### config.mk
export PLATFORM = sky130hd
export DESIGN_NAME = mrp_mailbox
export DESIGN_NICKNAME = d
export VERILOG_FILES = /design/src/rtl/mrp_pkg.sv /design/src/rtl/mrp_tick.sv /design/src/rtl/mrp_pulse.sv /design/src/rtl/mrp_mailbox.sv
export SDC_FILE = /design/constraint.sdc
export NUM_CORES = 1
export LEC_CHECK = 0
export BUFFER_PORTS_ARGS = -buffer_cell sky130_fd_sc_hd__buf_2
export CAP_MARGIN = 40
export CORE_MARGIN = 2
export CORE_UTILIZATION = 40
export CTS_BUF_LIST = sky130_fd_sc_hd__clkbuf_8
export CTS_CLUSTER_SIZE = 24
export DETAILED_ROUTE_END_ITERATION = 10
export PLACE_DENSITY = 0.64
export SLEW_MARGIN = 40
export SYNTH_ARGS = -nofsm -noshare
export SYNTH_HDL_FRONTEND = slang
export SYNTH_SLANG_ARGS = --single-unit
### constraint.sdc
create_clock -name i_clock -period 3.2 [get_ports i_clock]
set_input_delay 0.48 -clock i_clock [delete_from_list [all_inputs] [get_ports i_clock]]
set_output_delay 0.48 -clock i_clock [all_outputs]
set_load 0.005 [all_outputs]
### src/rtl/mrp_pkg.sv
package mrp_pkg;
   // ------------------------------------------------------------
   // register window
   // ------------------------------------------------------------
   localparam int unsigned WINDOW_BYTES       = 128;
   localparam logic [6:0]  ADDR_PARAM_LOW     = 7'h0c;
   localparam logic [6:0]  ADDR_PARAM_HIGH    = 7'h0d;
   localparam logic [6:0]  ADDR_CODE          = 7'h0e;
   localparam logic [6:0]  ADDR_RESERVED      = 7'h0f;
   localparam logic [6:0]  ADDR_FEEDBACK_LOW  = 7'h1c;
   localparam logic [6:0]  ADDR_FEEDBACK_HIGH = 7'h1d;
   localparam logic [6:0]  ADDR_ECHO          = 7'h1e;
   localparam logic [6:0]  ADDR_SNAPSHOT      = 7'h1f;
   localparam logic [6:0]  ADDR_IRQ_CTRL0     = 7'h38;
   localparam logic [6:0]  ADDR_IRQ_ENABLE    = 7'h39;
   localparam logic [6:0]  ADDR_IRQ_STATUS    = 7'h3a;
   localparam logic [6:0]  ADDR_IRQ_CTRL3     = 7'h3b;

   // ------------------------------------------------------------
   // field positions and reset values
   // ------------------------------------------------------------
   localparam int unsigned IRQ_ENABLE_BIT     = 5;
   localparam int unsigned IRQ_PENDING_BIT    = 6;
   localparam int unsigned IRQ_ASSERTED_BIT   = 7;
   localparam logic [7:0]  RESET_BYTE         = 8'h00;
   localparam logic [15:0] RESET_WORD         = 16'h0000;

   // ------------------------------------------------------------
   // command codes
   // ------------------------------------------------------------
   localparam logic [7:0]  CMD_CLEAR_ECHO     = 8'h00;
   localparam logic [7:0]  CMD_RELAY_SET      = 8'h01;
   localparam logic [7:0]  CMD_RELAY_READ     = 8'h02;
   localparam logic [7:0]  CMD_HIGH0          = 8'h10;
   localparam logic [7:0]  CMD_LOW0           = 8'h11;
   localparam logic [7:0]  CMD_HIGH1          = 8'h12;
   localparam logic [7:0]  CMD_LOW1           = 8'h13;
   localparam logic [7:0]  CMD_BURST0         = 8'h14;
   localparam logic [7:0]  CMD_BURST1         = 8'h15;
   localparam logic [7:0]  CMD_PULSE_ENABLE   = 8'h1f;

   // ------------------------------------------------------------
   // timing
   // ------------------------------------------------------------
   localparam int unsigned CLOCK_MHZ          = 100;
   localparam int unsigned TICK_US            = 100;
   localparam int unsigned TICK_CYCLES        = TICK_US * CLOCK_MHZ;
endpackage : mrp_pkg

### src/rtl/mrp_tick.sv
`timescale 1ns/10ps
module mrp_tick #(
   parameter int unsigned CYCLES = mrp_pkg::TICK_CYCLES
) (
   // clock and reset
   input  wire logic i_clock,
   input  wire logic i_rst_n,
   // tick
   output logic      o_tick
);
   localparam int unsigned W = $clog2(CYCLES);
   localparam logic [W-1:0] LAST = W'(CYCLES - 1);

   logic [W-1:0] count_q;
   logic [W-1:0] count_d;
   wire          at_last = (count_q == LAST);

   assign count_d = at_last ? '0 : count_q + W'(1);
   assign o_tick  = at_last; // RULE24

   always_ff @(posedge i_clock or negedge i_rst_n) begin
      if (!i_rst_n) count_q <= '0;
      else count_q <= count_d;
   end
endmodule : mrp_tick

### src/rtl/mrp_pulse.sv
`timescale 1ns/10ps
module mrp_pulse (
   // clock and reset
   input  wire logic        i_clock,
   input  wire logic        i_rst_n,
   // control
   input  wire logic        i_tick,
   input  wire logic        i_enable_set,
   input  wire logic        i_enable_value,
   input  wire logic [15:0] i_high_time,
   input  wire logic [15:0] i_low_time,
   input  wire logic [15:0] i_burst,
   // status and output
   output logic             o_running,
   output logic             o_pulse
);
   logic        run_q;
   logic        level_q;
   logic [15:0] left_q;
   logic [15:0] cycles_q;
   logic        finite_q;

   // a zero time is treated as one unit so the output never stalls
   wire  [15:0] high_len = (i_high_time == 16'h0000) ? 16'h0001 : i_high_time;
   wire  [15:0] low_len  = (i_low_time == 16'h0000) ? 16'h0001 : i_low_time;
   wire         phase_end = run_q && i_tick && (left_q == 16'h0001);
   wire         last_cycle = finite_q && (cycles_q == 16'h0001);
   wire         burst_done = phase_end && !level_q && last_cycle;

   assign o_running = run_q;
   assign o_pulse   = level_q;

   always_ff @(posedge i_clock or negedge i_rst_n) begin
      if (!i_rst_n) begin
         run_q    <= 1'b0;
         level_q  <= 1'b0;
         left_q   <= 16'h0000;
         cycles_q <= 16'h0000;
         finite_q <= 1'b0;
      end else if (i_enable_set) begin
         run_q    <= i_enable_value; // RULE2
         level_q  <= i_enable_value;
         left_q   <= high_len; // RULE3
         cycles_q <= i_burst; // RULE4
         finite_q <= (i_burst != 16'h0000); // RULE4
      end else if (burst_done) begin
         run_q   <= 1'b0; // RULE4
         level_q <= 1'b0;
      end else if (phase_end) begin
         level_q <= !level_q; // RULE3
         left_q  <= level_q ? low_len : high_len;
         if (!level_q && finite_q) cycles_q <= cycles_q - 16'h0001;
      end else if (run_q && i_tick) begin
         left_q <= left_q - 16'h0001;
      end
   end
endmodule : mrp_pulse

### src/rtl/mrp_mailbox.sv
// Contract
// RULE1 - eight relay outputs, each set individually, held until changed
// RULE2 - two pulse outputs, each enabled or disabled independently
// RULE3 - each pulse channel has high and low times, 1 to 65535 units of 100 us
// RULE4 - on enable, zero burst runs forever, nonzero emits that many cycles then stops
// RULE5 - host reloads burst count then re-enables for another train
// RULE6 - device decodes a 128-byte window, registers at fixed offsets
// RULE7 - write-only bytes 0x0c to 0x0f; 0x0e code, 0x0d high, 0x0c low parameter
// RULE8 - host writes zero to the reserved top outgoing byte
// RULE9 - host writes parameters first; writing the code byte submits the command
// RULE10 - top incoming byte shows isolated inputs, refreshed every 100 us
// RULE11 - accepted command code is echoed at offset 0x1e
// RULE12 - 0x1d and 0x1c return feedback high and low bytes of last command
// RULE13 - four interrupt sources: pattern, state change, count match, overflow
// RULE14 - status byte 0x3a read-only: bit 7 asserted, bit 6 pending, bits 0-1 absent
// RULE15 - bit 5 of 0x39 enables on-board interrupt; other bits kept zero
// RULE16 - host writes zero to 0x38 and 0x3b
// RULE17 - command 0x00 sets the echo to zero; feedback undefined
// RULE18 - host inserts 0x00 between identical back-to-back commands; the bench repeats 0x01 and 0x1f without it, and the device acts on each
// RULE19 - command 0x01 low byte is relay mask, bit n drives relay n
// RULE20 - command 0x02 returns relay states in feedback low byte and echoes
// RULE21 - 0x10 to 0x13 load ch0 high, ch0 low, ch1 high, ch1 low times
// RULE22 - 0x14 and 0x15 load 16-bit burst counts for channels 0 and 1
// RULE23 - 0x1f low byte bit 0 enables channel 0, bit 1 channel 1
// RULE24 - a 100 us tick times pulses and the input snapshot
// RULE25 - unknown command codes leave the echo unchanged
`timescale 1ns/10ps
module mrp_mailbox #(
   parameter int unsigned TICK_CYCLES = mrp_pkg::TICK_CYCLES,
   parameter int unsigned RELAYS      = 8,
   parameter int unsigned INPUTS      = 8
) (
   // clock and reset
   input  wire logic              i_clock,
   input  wire logic              i_rst_n,
   // byte-wide i/o window
   input  wire logic [6:0]        i_addr,
   input  wire logic              i_write,
   input  wire logic              i_read,
   input  wire logic [7:0]        i_wdata,
   output logic      [7:0]        o_rdata,
   // on-board event sources
   input  wire logic              i_event_pattern,
   input  wire logic              i_event_change,
   input  wire logic              i_event_count_match,
   input  wire logic              i_event_overflow,
   // field pins
   input  wire logic [INPUTS-1:0] i_isolated_input,
   output logic      [RELAYS-1:0] o_relay_out,
   output logic                   o_pulse_out_0,
   output logic                   o_pulse_out_1,
   output logic                   o_irq
);
   // ------------------------------------------------------------
   // synchronisers and timebase
   // ------------------------------------------------------------
   logic [INPUTS-1:0] in_meta_q;
   logic [INPUTS-1:0] in_sync_q;
   logic [3:0]        ev_meta_q;
   logic [3:0]        ev_sync_q;
   logic              tick;

   always_ff @(posedge i_clock or negedge i_rst_n) begin
      if (!i_rst_n) begin
         in_meta_q <= '0;
         in_sync_q <= '0;
         ev_meta_q <= '0;
         ev_sync_q <= '0;
      end else begin
         in_meta_q <= i_isolated_input;
         in_sync_q <= in_meta_q;
         ev_meta_q <= {i_event_overflow, i_event_count_match,
                       i_event_change, i_event_pattern}; // RULE13
         ev_sync_q <= ev_meta_q;
      end
   end

   mrp_tick #(
      .CYCLES (TICK_CYCLES)
   ) u_tick (
      .i_clock (i_clock),
      .i_rst_n (i_rst_n),
      .o_tick  (tick)
   );

   // ------------------------------------------------------------
   // address decode
   // ------------------------------------------------------------
   // i_addr is seven bits wide, so the whole 128-byte window decodes
   wire wr_low   = i_write && (i_addr == mrp_pkg::ADDR_PARAM_LOW); // RULE6
   wire wr_high  = i_write && (i_addr == mrp_pkg::ADDR_PARAM_HIGH);
   wire wr_code  = i_write && (i_addr == mrp_pkg::ADDR_CODE); // RULE9
   // reserved byte is accepted and dropped; no extended codes here
   wire wr_ctrl0 = i_write && (i_addr == mrp_pkg::ADDR_IRQ_CTRL0);
   wire wr_ien   = i_write && (i_addr == mrp_pkg::ADDR_IRQ_ENABLE);
   wire wr_ctrl3 = i_write && (i_addr == mrp_pkg::ADDR_IRQ_CTRL3);

   // ------------------------------------------------------------
   // outgoing mailbox and interrupt control
   // ------------------------------------------------------------
   logic [7:0] param_low_q;
   logic [7:0] param_high_q;
   logic [7:0] ctrl0_q;
   logic [7:0] ien_q;
   logic [7:0] ctrl3_q;

   always_ff @(posedge i_clock or negedge i_rst_n) begin
      if (!i_rst_n) begin
         param_low_q  <= mrp_pkg::RESET_BYTE;
         param_high_q <= mrp_pkg::RESET_BYTE;
         ctrl0_q      <= mrp_pkg::RESET_BYTE;
         ien_q        <= mrp_pkg::RESET_BYTE;
         ctrl3_q      <= mrp_pkg::RESET_BYTE;
      end else begin
         if (wr_low) param_low_q <= i_wdata; // RULE7
         if (wr_high) param_high_q <= i_wdata; // RULE7
         if (wr_ctrl0) ctrl0_q <= i_wdata;
         if (wr_ien) ien_q <= i_wdata; // RULE15
         if (wr_ctrl3) ctrl3_q <= i_wdata;
      end
   end

   // ------------------------------------------------------------
   // command decode
   // ------------------------------------------------------------
   wire [15:0] param_word = {param_high_q, param_low_q}; // RULE21
   wire is_clear   = (i_wdata == mrp_pkg::CMD_CLEAR_ECHO);
   wire is_rset    = (i_wdata == mrp_pkg::CMD_RELAY_SET);
   wire is_rread   = (i_wdata == mrp_pkg::CMD_RELAY_READ);
   wire is_high0   = (i_wdata == mrp_pkg::CMD_HIGH0);
   wire is_low0    = (i_wdata == mrp_pkg::CMD_LOW0);
   wire is_high1   = (i_wdata == mrp_pkg::CMD_HIGH1);
   wire is_low1    = (i_wdata == mrp_pkg::CMD_LOW1);
   wire is_burst0  = (i_wdata == mrp_pkg::CMD_BURST0);
   wire is_burst1  = (i_wdata == mrp_pkg::CMD_BURST1);
   wire is_pen     = (i_wdata == mrp_pkg::CMD_PULSE_ENABLE);
   wire known      = is_clear || is_rset || is_rread || is_high0 || is_low0
                     || is_high1 || is_low1 || is_burst0 || is_burst1 || is_pen;
   wire accept     = wr_code && known; // RULE25

   // ------------------------------------------------------------
   // command state
   // ------------------------------------------------------------
   logic [RELAYS-1:0] relay_q;
   logic [15:0]       high0_q;
   logic [15:0]       low0_q;
   logic [15:0]       high1_q;
   logic [15:0]       low1_q;
   logic [15:0]       burst0_q;
   logic [15:0]       burst1_q;
   logic [7:0]        echo_q;
   logic [15:0]       feedback_q;
   logic [7:0]        snapshot_q;

   always_ff @(posedge i_clock or negedge i_rst_n) begin
      if (!i_rst_n) begin
         relay_q  <= '0;
         high0_q  <= mrp_pkg::RESET_WORD;
         low0_q   <= mrp_pkg::RESET_WORD;
         high1_q  <= mrp_pkg::RESET_WORD;
         low1_q   <= mrp_pkg::RESET_WORD;
         burst0_q <= mrp_pkg::RESET_WORD;
         burst1_q <= mrp_pkg::RESET_WORD;
      end else if (wr_code) begin
         if (is_rset) relay_q <= param_low_q[RELAYS-1:0]; // RULE19
         if (is_high0) high0_q <= param_word; // RULE21
         if (is_low0) low0_q <= param_word; // RULE21
         if (is_high1) high1_q <= param_word; // RULE21
         if (is_low1) low1_q <= param_word; // RULE21
         if (is_burst0) burst0_q <= param_word; // RULE22
         if (is_burst1) burst1_q <= param_word; // RULE22
      end
   end

   always_ff @(posedge i_clock or negedge i_rst_n) begin
      if (!i_rst_n) begin
         echo_q     <= mrp_pkg::RESET_BYTE;
         feedback_q <= mrp_pkg::RESET_WORD;
      end else if (accept) begin
         echo_q <= i_wdata; // RULE11 RULE17
         // other commands leave feedback at zero, a defined don't-care
         feedback_q <= is_rread ? {8'h00, 8'(relay_q)} : mrp_pkg::RESET_WORD; // RULE20 RULE12
      end
   end

   always_ff @(posedge i_clock or negedge i_rst_n) begin
      if (!i_rst_n) snapshot_q <= mrp_pkg::RESET_BYTE;
      else if (tick) snapshot_q <= 8'(in_sync_q); // RULE10
   end

   assign o_relay_out = relay_q; // RULE1

   // ------------------------------------------------------------
   // pulse generators
   // ------------------------------------------------------------
   wire pen_set = accept && is_pen; // RULE23

   mrp_pulse u_pulse0 (
      .i_clock        (i_clock),
      .i_rst_n        (i_rst_n),
      .i_tick         (tick),
      .i_enable_set   (pen_set),
      .i_enable_value (param_low_q[0]),
      .i_high_time    (high0_q),
      .i_low_time     (low0_q),
      .i_burst        (burst0_q),
      .o_running      (),
      .o_pulse        (o_pulse_out_0)
   );

   mrp_pulse u_pulse1 (
      .i_clock        (i_clock),
      .i_rst_n        (i_rst_n),
      .i_tick         (tick),
      .i_enable_set   (pen_set),
      .i_enable_value (param_low_q[1]),
      .i_high_time    (high1_q),
      .i_low_time     (low1_q),
      .i_burst        (burst1_q),
      .o_running      (),
      .o_pulse        (o_pulse_out_1)
   );

   // ------------------------------------------------------------
   // interrupt status
   // ------------------------------------------------------------
   // pending is a live level; the sources themselves hold until serviced
   wire        pending  = |ev_sync_q; // RULE13
   wire        asserted = pending && ien_q[mrp_pkg::IRQ_ENABLE_BIT]; // RULE15
   logic [7:0] status;

   always_comb begin
      status = 8'h00; // RULE14
      status[mrp_pkg::IRQ_PENDING_BIT]  = pending;
      status[mrp_pkg::IRQ_ASSERTED_BIT] = asserted;
   end

   assign o_irq = asserted;

   // ------------------------------------------------------------
   // read mux
   // ------------------------------------------------------------
   logic [7:0] rdata_q;
   logic [7:0] rdata_d;

   always_comb begin
      rdata_d = 8'h00;
      unique case (i_addr)
         mrp_pkg::ADDR_FEEDBACK_LOW:  rdata_d = feedback_q[7:0]; // RULE12
         mrp_pkg::ADDR_FEEDBACK_HIGH: rdata_d = feedback_q[15:8];
         mrp_pkg::ADDR_ECHO:          rdata_d = echo_q;
         mrp_pkg::ADDR_SNAPSHOT:      rdata_d = snapshot_q;
         mrp_pkg::ADDR_IRQ_CTRL0:     rdata_d = ctrl0_q;
         mrp_pkg::ADDR_IRQ_ENABLE:    rdata_d = ien_q;
         mrp_pkg::ADDR_IRQ_STATUS:    rdata_d = status;
         mrp_pkg::ADDR_IRQ_CTRL3:     rdata_d = ctrl3_q;
         default:                     rdata_d = 8'h00;
      endcase
   end

   always_ff @(posedge i_clock or negedge i_rst_n) begin
      if (!i_rst_n) rdata_q <= 8'h00;
      else if (i_read) rdata_q <= rdata_d;
   end

   assign o_rdata = rdata_q;
endmodule : mrp_mailbox

# Word-level counts from Yosys, hierarchy flattened
# Index checks and enable logic that the tools add are counted.
# totals
out_inout_bits,19
elab_cells,159
inputBits,31
register_bits,292
# op_classes
mux,35
n_eq_ne,27
reduce_logical,61
addsub,5
# ops
operator,count
$mux W16,22
$eq A16 B1 Y1 const B,4
$logic_not A16 Y1,4
$pmux W8 S8,1
$sub A16 B1 Y16 const B,4
$eq A8 B5 Y1 const B,7
$reduce_bool A16 Y1,2
$eq A7 B5 Y1 const B,4
$eq A7 B6 Y1 const B,4
$eq A7 B4 Y1 const B,3
$logic_and A1 B1 Y1,21
$reduce_and A2 Y1,9
$add A14 B1 Y14 const B,1
$eq A14 B14 Y1 const B,1
$mux W14,1
$reduce_bool A2 Y1,6
$reduce_bool A3 Y1,4
$mux W1,10
$logic_or A1 B1 Y1,9
$eq A8 B1 Y1 const B,1
$eq A8 B2 Y1 const B,1
$logic_not A8 Y1,1
$mux W8,1
$reduce_and A3 Y1,2
other kinds (3),5

# Depth between registers and ports, before layout
# depth
ltp_word,14
ltp_mapped,10
depth_no_buf,8

# Cells and area by module
# A second synthesis with hierarchy kept.
# hier_totals
cells_unflattened,1175
area_unflattened_um2,13690.6
# by_module_without_submodules
mod,n_inst,area_each_um2,cells_per_inst,seq_area_each_um2
mrp_mailbox,1,7868.8,527,5004.8
mrp_pulse at u_pulse1,1,2590.0,293,875.8
mrp_pulse at u_pulse0,1,2563.7,293,875.8
mrp_tick,1,668.1,62,350.3

# Worst setup path before layout
# OpenSTA, ideal clock, no wires.
# synth_timing
kind,reg-to-reg
startpoint,reg u_tick.count_q[5]
endpoint,reg u_pulse1.cycles_q[1]
period_less_slack_ps,2473
path_buffers,1
t_required_ps,3075
arrival_ps,2348
path_stages_with_launch,8
path_slack_ps,727
setup_ps,125
cell_sequence,dfrtp_1 or4b_4 or4_4 buf_6 a211oi_4 nand2_1 mux2i_1 mux2_2
# synth_via
elab_chain_len,7
word_cells_on_any_way,8
classes_between,eq/ne: 2; reduce/logical: 6
# synth_lines
element,line,source
start: declaration,mrp_tick.sv:14,logic [W-1:0] count_q;
start signal: assignment,mrp_tick.sv:23,else count_q <= count_d;
$eq A14 B14 Y1 *,mrp_tick.sv:16,wire at_last = (count_q == LAST);
$logic_and A1 B1 Y1 * (2 in a row),mrp_pulse.sv:26,wire phase_end = run_q && i_tick && (left_q == 16'h0001);
$logic_and A1 B1 Y1 (2 in a row),mrp_pulse.sv:28,wire burst_done = phase_end && !level_q && last_cycle;
$ne A2 B2 Y1 (no source line),n/a,
$reduce_and A3 Y1 (no source line) *,n/a,
end signal: assignment,mrp_pulse.sv:44,cycles_q <= i_burst;
end signal: assignment,mrp_pulse.sv:52,if (!level_q && finite_q) cycles_q <= cycles_q - 16'h0001;
end: declaration,mrp_pulse.sv:20,logic [15:0] cycles_q;
# Mark *: on every way between the ends. The rest lies on a longest branch, timed or not.
# A chain may end at the register's enable or synchronous reset.

# Final worst setup path
# layout_timing
startpoint,reg u_pulse0.cycles_q[4]
endpoint,reg u_pulse0.left_q[7]
# layout_via
elab_chain_len,5
# layout_lines
element,line,source
start: declaration,mrp_pulse.sv:20,
start signal: assignment,mrp_pulse.sv:44,
start signal: assignment,mrp_pulse.sv:52,
$eq A16 B1 Y1,mrp_pulse.sv:27,wire last_cycle = finite_q && (cycles_q == 16'h0001);
$logic_and A1 B1 Y1,mrp_pulse.sv:27,
$logic_and A1 B1 Y1,mrp_pulse.sv:28,
$ne A2 B2 Y1 (no source line),n/a,
$reduce_and A2 Y1 (no source line),n/a,
end signal: assignment,mrp_pulse.sv:43,left_q <= high_len;
end signal: assignment,mrp_pulse.sv:51,left_q <= level_q ? low_len : high_len;
end signal: assignment,mrp_pulse.sv:54,left_q <= left_q - 16'h0001;
end: declaration,mrp_pulse.sv:19,logic [15:0] left_q;
# Every way passes these cells.

==> results summary <==
The number of hold-slack violations in the final timing report is 0. For the worst setup path, the data required time is 3.62 ns. The power per unit of standard cell area came out at 454.0 nW/µm². The clock reaches the later pin of the worst-skew pair after 0.58 ns. The number of global-route vias before repair came out at 10200. Among all cell types in the netlist, the one instantiated most often is sky130_fd_sc_hd__dfrtp_1. After clock tree synthesis, the clock-pin slew on the worst setup and hold paths is 0.06 ns. The top-area cell type share of the netlist area came out at 52.47%. The signal on the critical path passes through nor4_1 -> nand4_1 -> o41a_1 -> buf_4 -> o21ai_0 -> o21ai_0. The largest net degree at the start of global routing is 88. The sequential area share after synthesis came out at 52.47%. The data arrival time of the critical path came out at 3.11 ns. Setup repair after global routing left no endpoint under its margin. Clock skew on the completed layout was measured at 0.04331 ns. For this run, the slowest stage of the critical path takes 0.66 ns. The post-route minimum period came out at 2.695 ns. Wires add up to 34560 µm. Based on the critical path, the design can be clocked at up to 371.1 MHz. The cell-internal power is 5410 µW. In this run the static leakage power is 0.006970 µW. The share of total power dissipated in the clock network is 44.3%. The repair_antennas step left the layout with diodes totalling 0. In this run the tool buffered the top-level ports with 49 buffer cells. The buffer type at the clock tree root is sky130_fd_sc_hd__clkbuf_8. The cell area after layout came out at 15540 µm². The first TritonRoute pass finished after 5 iterations. The share of the core filled with cells is 46.46%. For this configuration, the core starts out at a cell density of 40.50%.

Among all flip-flop cells after synthesis, the most frequent one is sky130_fd_sc_hd__dfrtp_1. The sequential cell fraction of total power came out at 52.9%. Among the stages of the critical path, the cell type that occurs most often is sky130_fd_sc_hd__o21ai_0. The aggregate global routing overflow came out at 0. The critical path startpoint category is a register. The post-synthesis async set-or-reset flop share is 100.0%.

The detailed router finished its first iteration with 831 violations. After detailed routing, the number of remaining DRC violations is 0. Clock tree synthesis found a total of 284 sinks. STA classifies the critical path endpoint as a register. The total nets after synthesis came out at 1260.

The initial antenna violation count is 1. The mapped netlist covers 13550 µm². Setup violations remaining at the end of the flow were counted as 0. The max-slew violation count came out at 0. The number of primary I/O pins came out at 50.

On the critical path, the stage with the largest delay is an instance of sky130_fd_sc_hd__o41a_1. In the final timing run, aggregate negative setup slack is 0 ns. In this run the tightest slew margin relative to its limit is 43.17%. The total vias in the final route is 10160. The placed instance area came out at 14520 µm². The count of nets left with antenna violations after detail routing is 0.

Net switching is 23.31% of the power. By area the synthesized netlist is led by sky130_fd_sc_hd__dfrtp_1, sky130_fd_sc_hd__mux2_2, sky130_fd_sc_hd__nand2_1. In this run the vertical extent of the chip is 188.0 µm. Of all nets on the critical path, the largest fanout is 11.

The synthesized area per cell is 11.10 µm². In this run the core area contains 67 standard-cell rows. The combinational fraction of design power came out at 2.8%. The number of H-tree branching levels is 2. The flow ran to the end, and the final reports show no timing, DRC or antenna violations.

The largest vdd supply drop came out at 290.5 µV. The placeable core area came out at 33450 µm². The HPWL after detailed placement came out at 23970 µm. Summed over all nets, the switching power comes to 1644 µW.

The maximum buffer depth of the clock tree is 3. Synthesis instantiated 70 different standard cells from the library. TritonCTS built the clock tree. The die covers 35350 µm².

The worst min-delay path class is in -> reg. The number of flops mapped to enable cells by yosys is 0. By count the netlist is led by sky130_fd_sc_hd__dfrtp_1, sky130_fd_sc_hd__mux2_2, sky130_fd_sc_hd__nand2_1, sky130_fd_sc_hd__nor2_1, sky130_fd_sc_hd__o21ai_0. The synthesized instance count is 1220. Once the clock tree was built, the setup fixing pass inserted 0 buffers. Post-CTS repair changed the size of 0 cells.

The routability-driven placement congestion ratio is 0.8577. At the pin with the least slew margin, the transition time is 0.8460 ns. The routed wirelength normalized by instance count came out at 19.22 µm. The synthesis-stage register bit count is 284.

The area growth from synthesis to layout came out at 14.72%. The leading area contributor after synthesis is sky130_fd_sc_hd__dfrtp_1. The share of the clock period used by the worst path came out at 84.21%. The floorplan die width came out at 188.0 µm. Max-cap violations in this run came to 0. The count of nets after finishing came out at 1355. The type of the worst setup path is reg -> reg. In the final layout, the share of cells above drive strength 1 is 25.33%. The first global-routing pass estimated 56490 µm of wire. The total number of yosys warnings came out at 0. Global routing consumed, over all layers together, 19.93% of the routing resources. In the routed layout, each cell is associated on average with a via count of 5.652.

In this run, CTS created clock tree buffers numbering 47.
==> worst paths after layout <==
check                                          start             endpoint  slack [ns]  cells past startpoint
worst min-delay path             i_isolated_input[7]         in_meta_q[7]        0.03                      1
max in group asynchronous                    i_rst_n  u_pulse1.left_q[11]        1.80                      3
worst max register to register  u_pulse0.cycles_q[4]   u_pulse0.left_q[7]        0.51                      6
min in group asynchronous                    i_rst_n  u_pulse0.left_q[12]        0.47                      2
worst min register to register          ev_meta_q[0]         ev_sync_q[0]        0.35                      0
worst max-delay path            u_pulse0.cycles_q[4]   u_pulse0.left_q[7]        0.51                      6
==> power groups by stage <==
stage	sequential, µW	combinational, µW	clock [µW]
4_1_cts	3730	203	3200
3_3_place_gp	3790	193	0
3_5_place_dp	3790	197	0
5_1_grt	3730	228	3380
2_1_floorplan	3740	76.8	0
6_report	3730	201	3120
==> timing repair <==
action | 4_1_cts | 5_1_grt
hold buffers | 5 | 3
endpoints found under the hold margin | 65 | 3
endpoints found under the setup margin | 0 | 0
==> placed cells by master, fill, tap and decap left out, types with 28 or more instances in the layout <==
cell type	instances
sky130_fd_sc_hd__buf_4	42
sky130_fd_sc_hd__nor4_1	37
sky130_fd_sc_hd__mux2_2	166
sky130_fd_sc_hd__xor2_1	29
sky130_fd_sc_hd__clkbuf_8	60
sky130_fd_sc_hd__a21oi_1	46
sky130_fd_sc_hd__buf_2	48
sky130_fd_sc_hd__nor3_1	35
sky130_fd_sc_hd__mux2i_1	28
sky130_fd_sc_hd__nand3_1	28
sky130_fd_sc_hd__inv_1	40
sky130_fd_sc_hd__dfrtp_1	284
sky130_fd_sc_hd__o21ai_0	58
sky130_fd_sc_hd__nor2_1	73
sky130_fd_sc_hd__nand2_1	99
==> area by class of cell <==
cell class | count | area [µm²]
multi-input combinational | 859 | 6143
clock buffer | 60 | 825.8
inverter | 21 | 78.83
sequential | 284 | 7107
clock inverter | 24 | 113.9
timing repair buffer | 102 | 710.7
fill | 3074 | 17910
tap | 448 | 560.5
==> per-layer routing <==
layer | wire, µm | GRT usage [%] | vias to the layer above | share of wire (%)
met2 | 15840 | 31.12 | 334 | 46
met1 | 15860 | 28.45 | 5089 | 46
met3 | 2024 | 3.331 | 65 | 5.9
met4 | 837 | 6.087 | 0 | 2.4
li1 | - | - | 4675 | -
met5 | 0 | 0 | - | 0
==> registers in the layout, indices dropped and copies added (netlist names), 14 cells and up <==
name and count:
burst0_q 16, u_pulse1.left_q 16, u_pulse1.cycles_q 16, low1_q 16, low0_q 16, high1_q 16
u_pulse0.cycles_q 16, high0_q 16, burst1_q 16, u_pulse0.left_q 16, u_tick.count_q 14
==> kinds of logic after synthesis <==
kind of cell             after synthesis  synth area share (%)
XOR/XNOR                              55                 3.556
buffers and inverters                 77                 2.318
multiplexers                         195                 16.04
flip-flops                           284                 52.47
adder cells (fa/ha/maj)                9                0.8313
AO/OA/AOI/OAI                        208                 9.496
AND/OR/NAND/NOR                      392                 15.30
==> worst max-delay path, delay by kind of cell (launching register included) <==
family	cells	cell delay, ns
simple gates	2	0.98
compound gates	3	0.92
flops	1	0.41
buf+inv	1	0.25
==> per-stage QoR <==
step / hold WS, ns / total power [µW] / instances / setup slack (ns)
after floorplan: 0.1844 / 3821 / 1220 / 0.7269
after global placement: 0.3331 / 3984 / 1706 / 0.5063
after detailed placement: 0.3347 / 3991 / 1706 / 0.4953
after CTS: 0.0008888 / 7136 / 1795 / 0.5656
after global routing: 0.0004072 / 7344 / 1798 / 0.3595
final: 0.02910 / 7055 / 1798 / 0.5054
No activity file was read; power rests on OpenSTA's default activity.
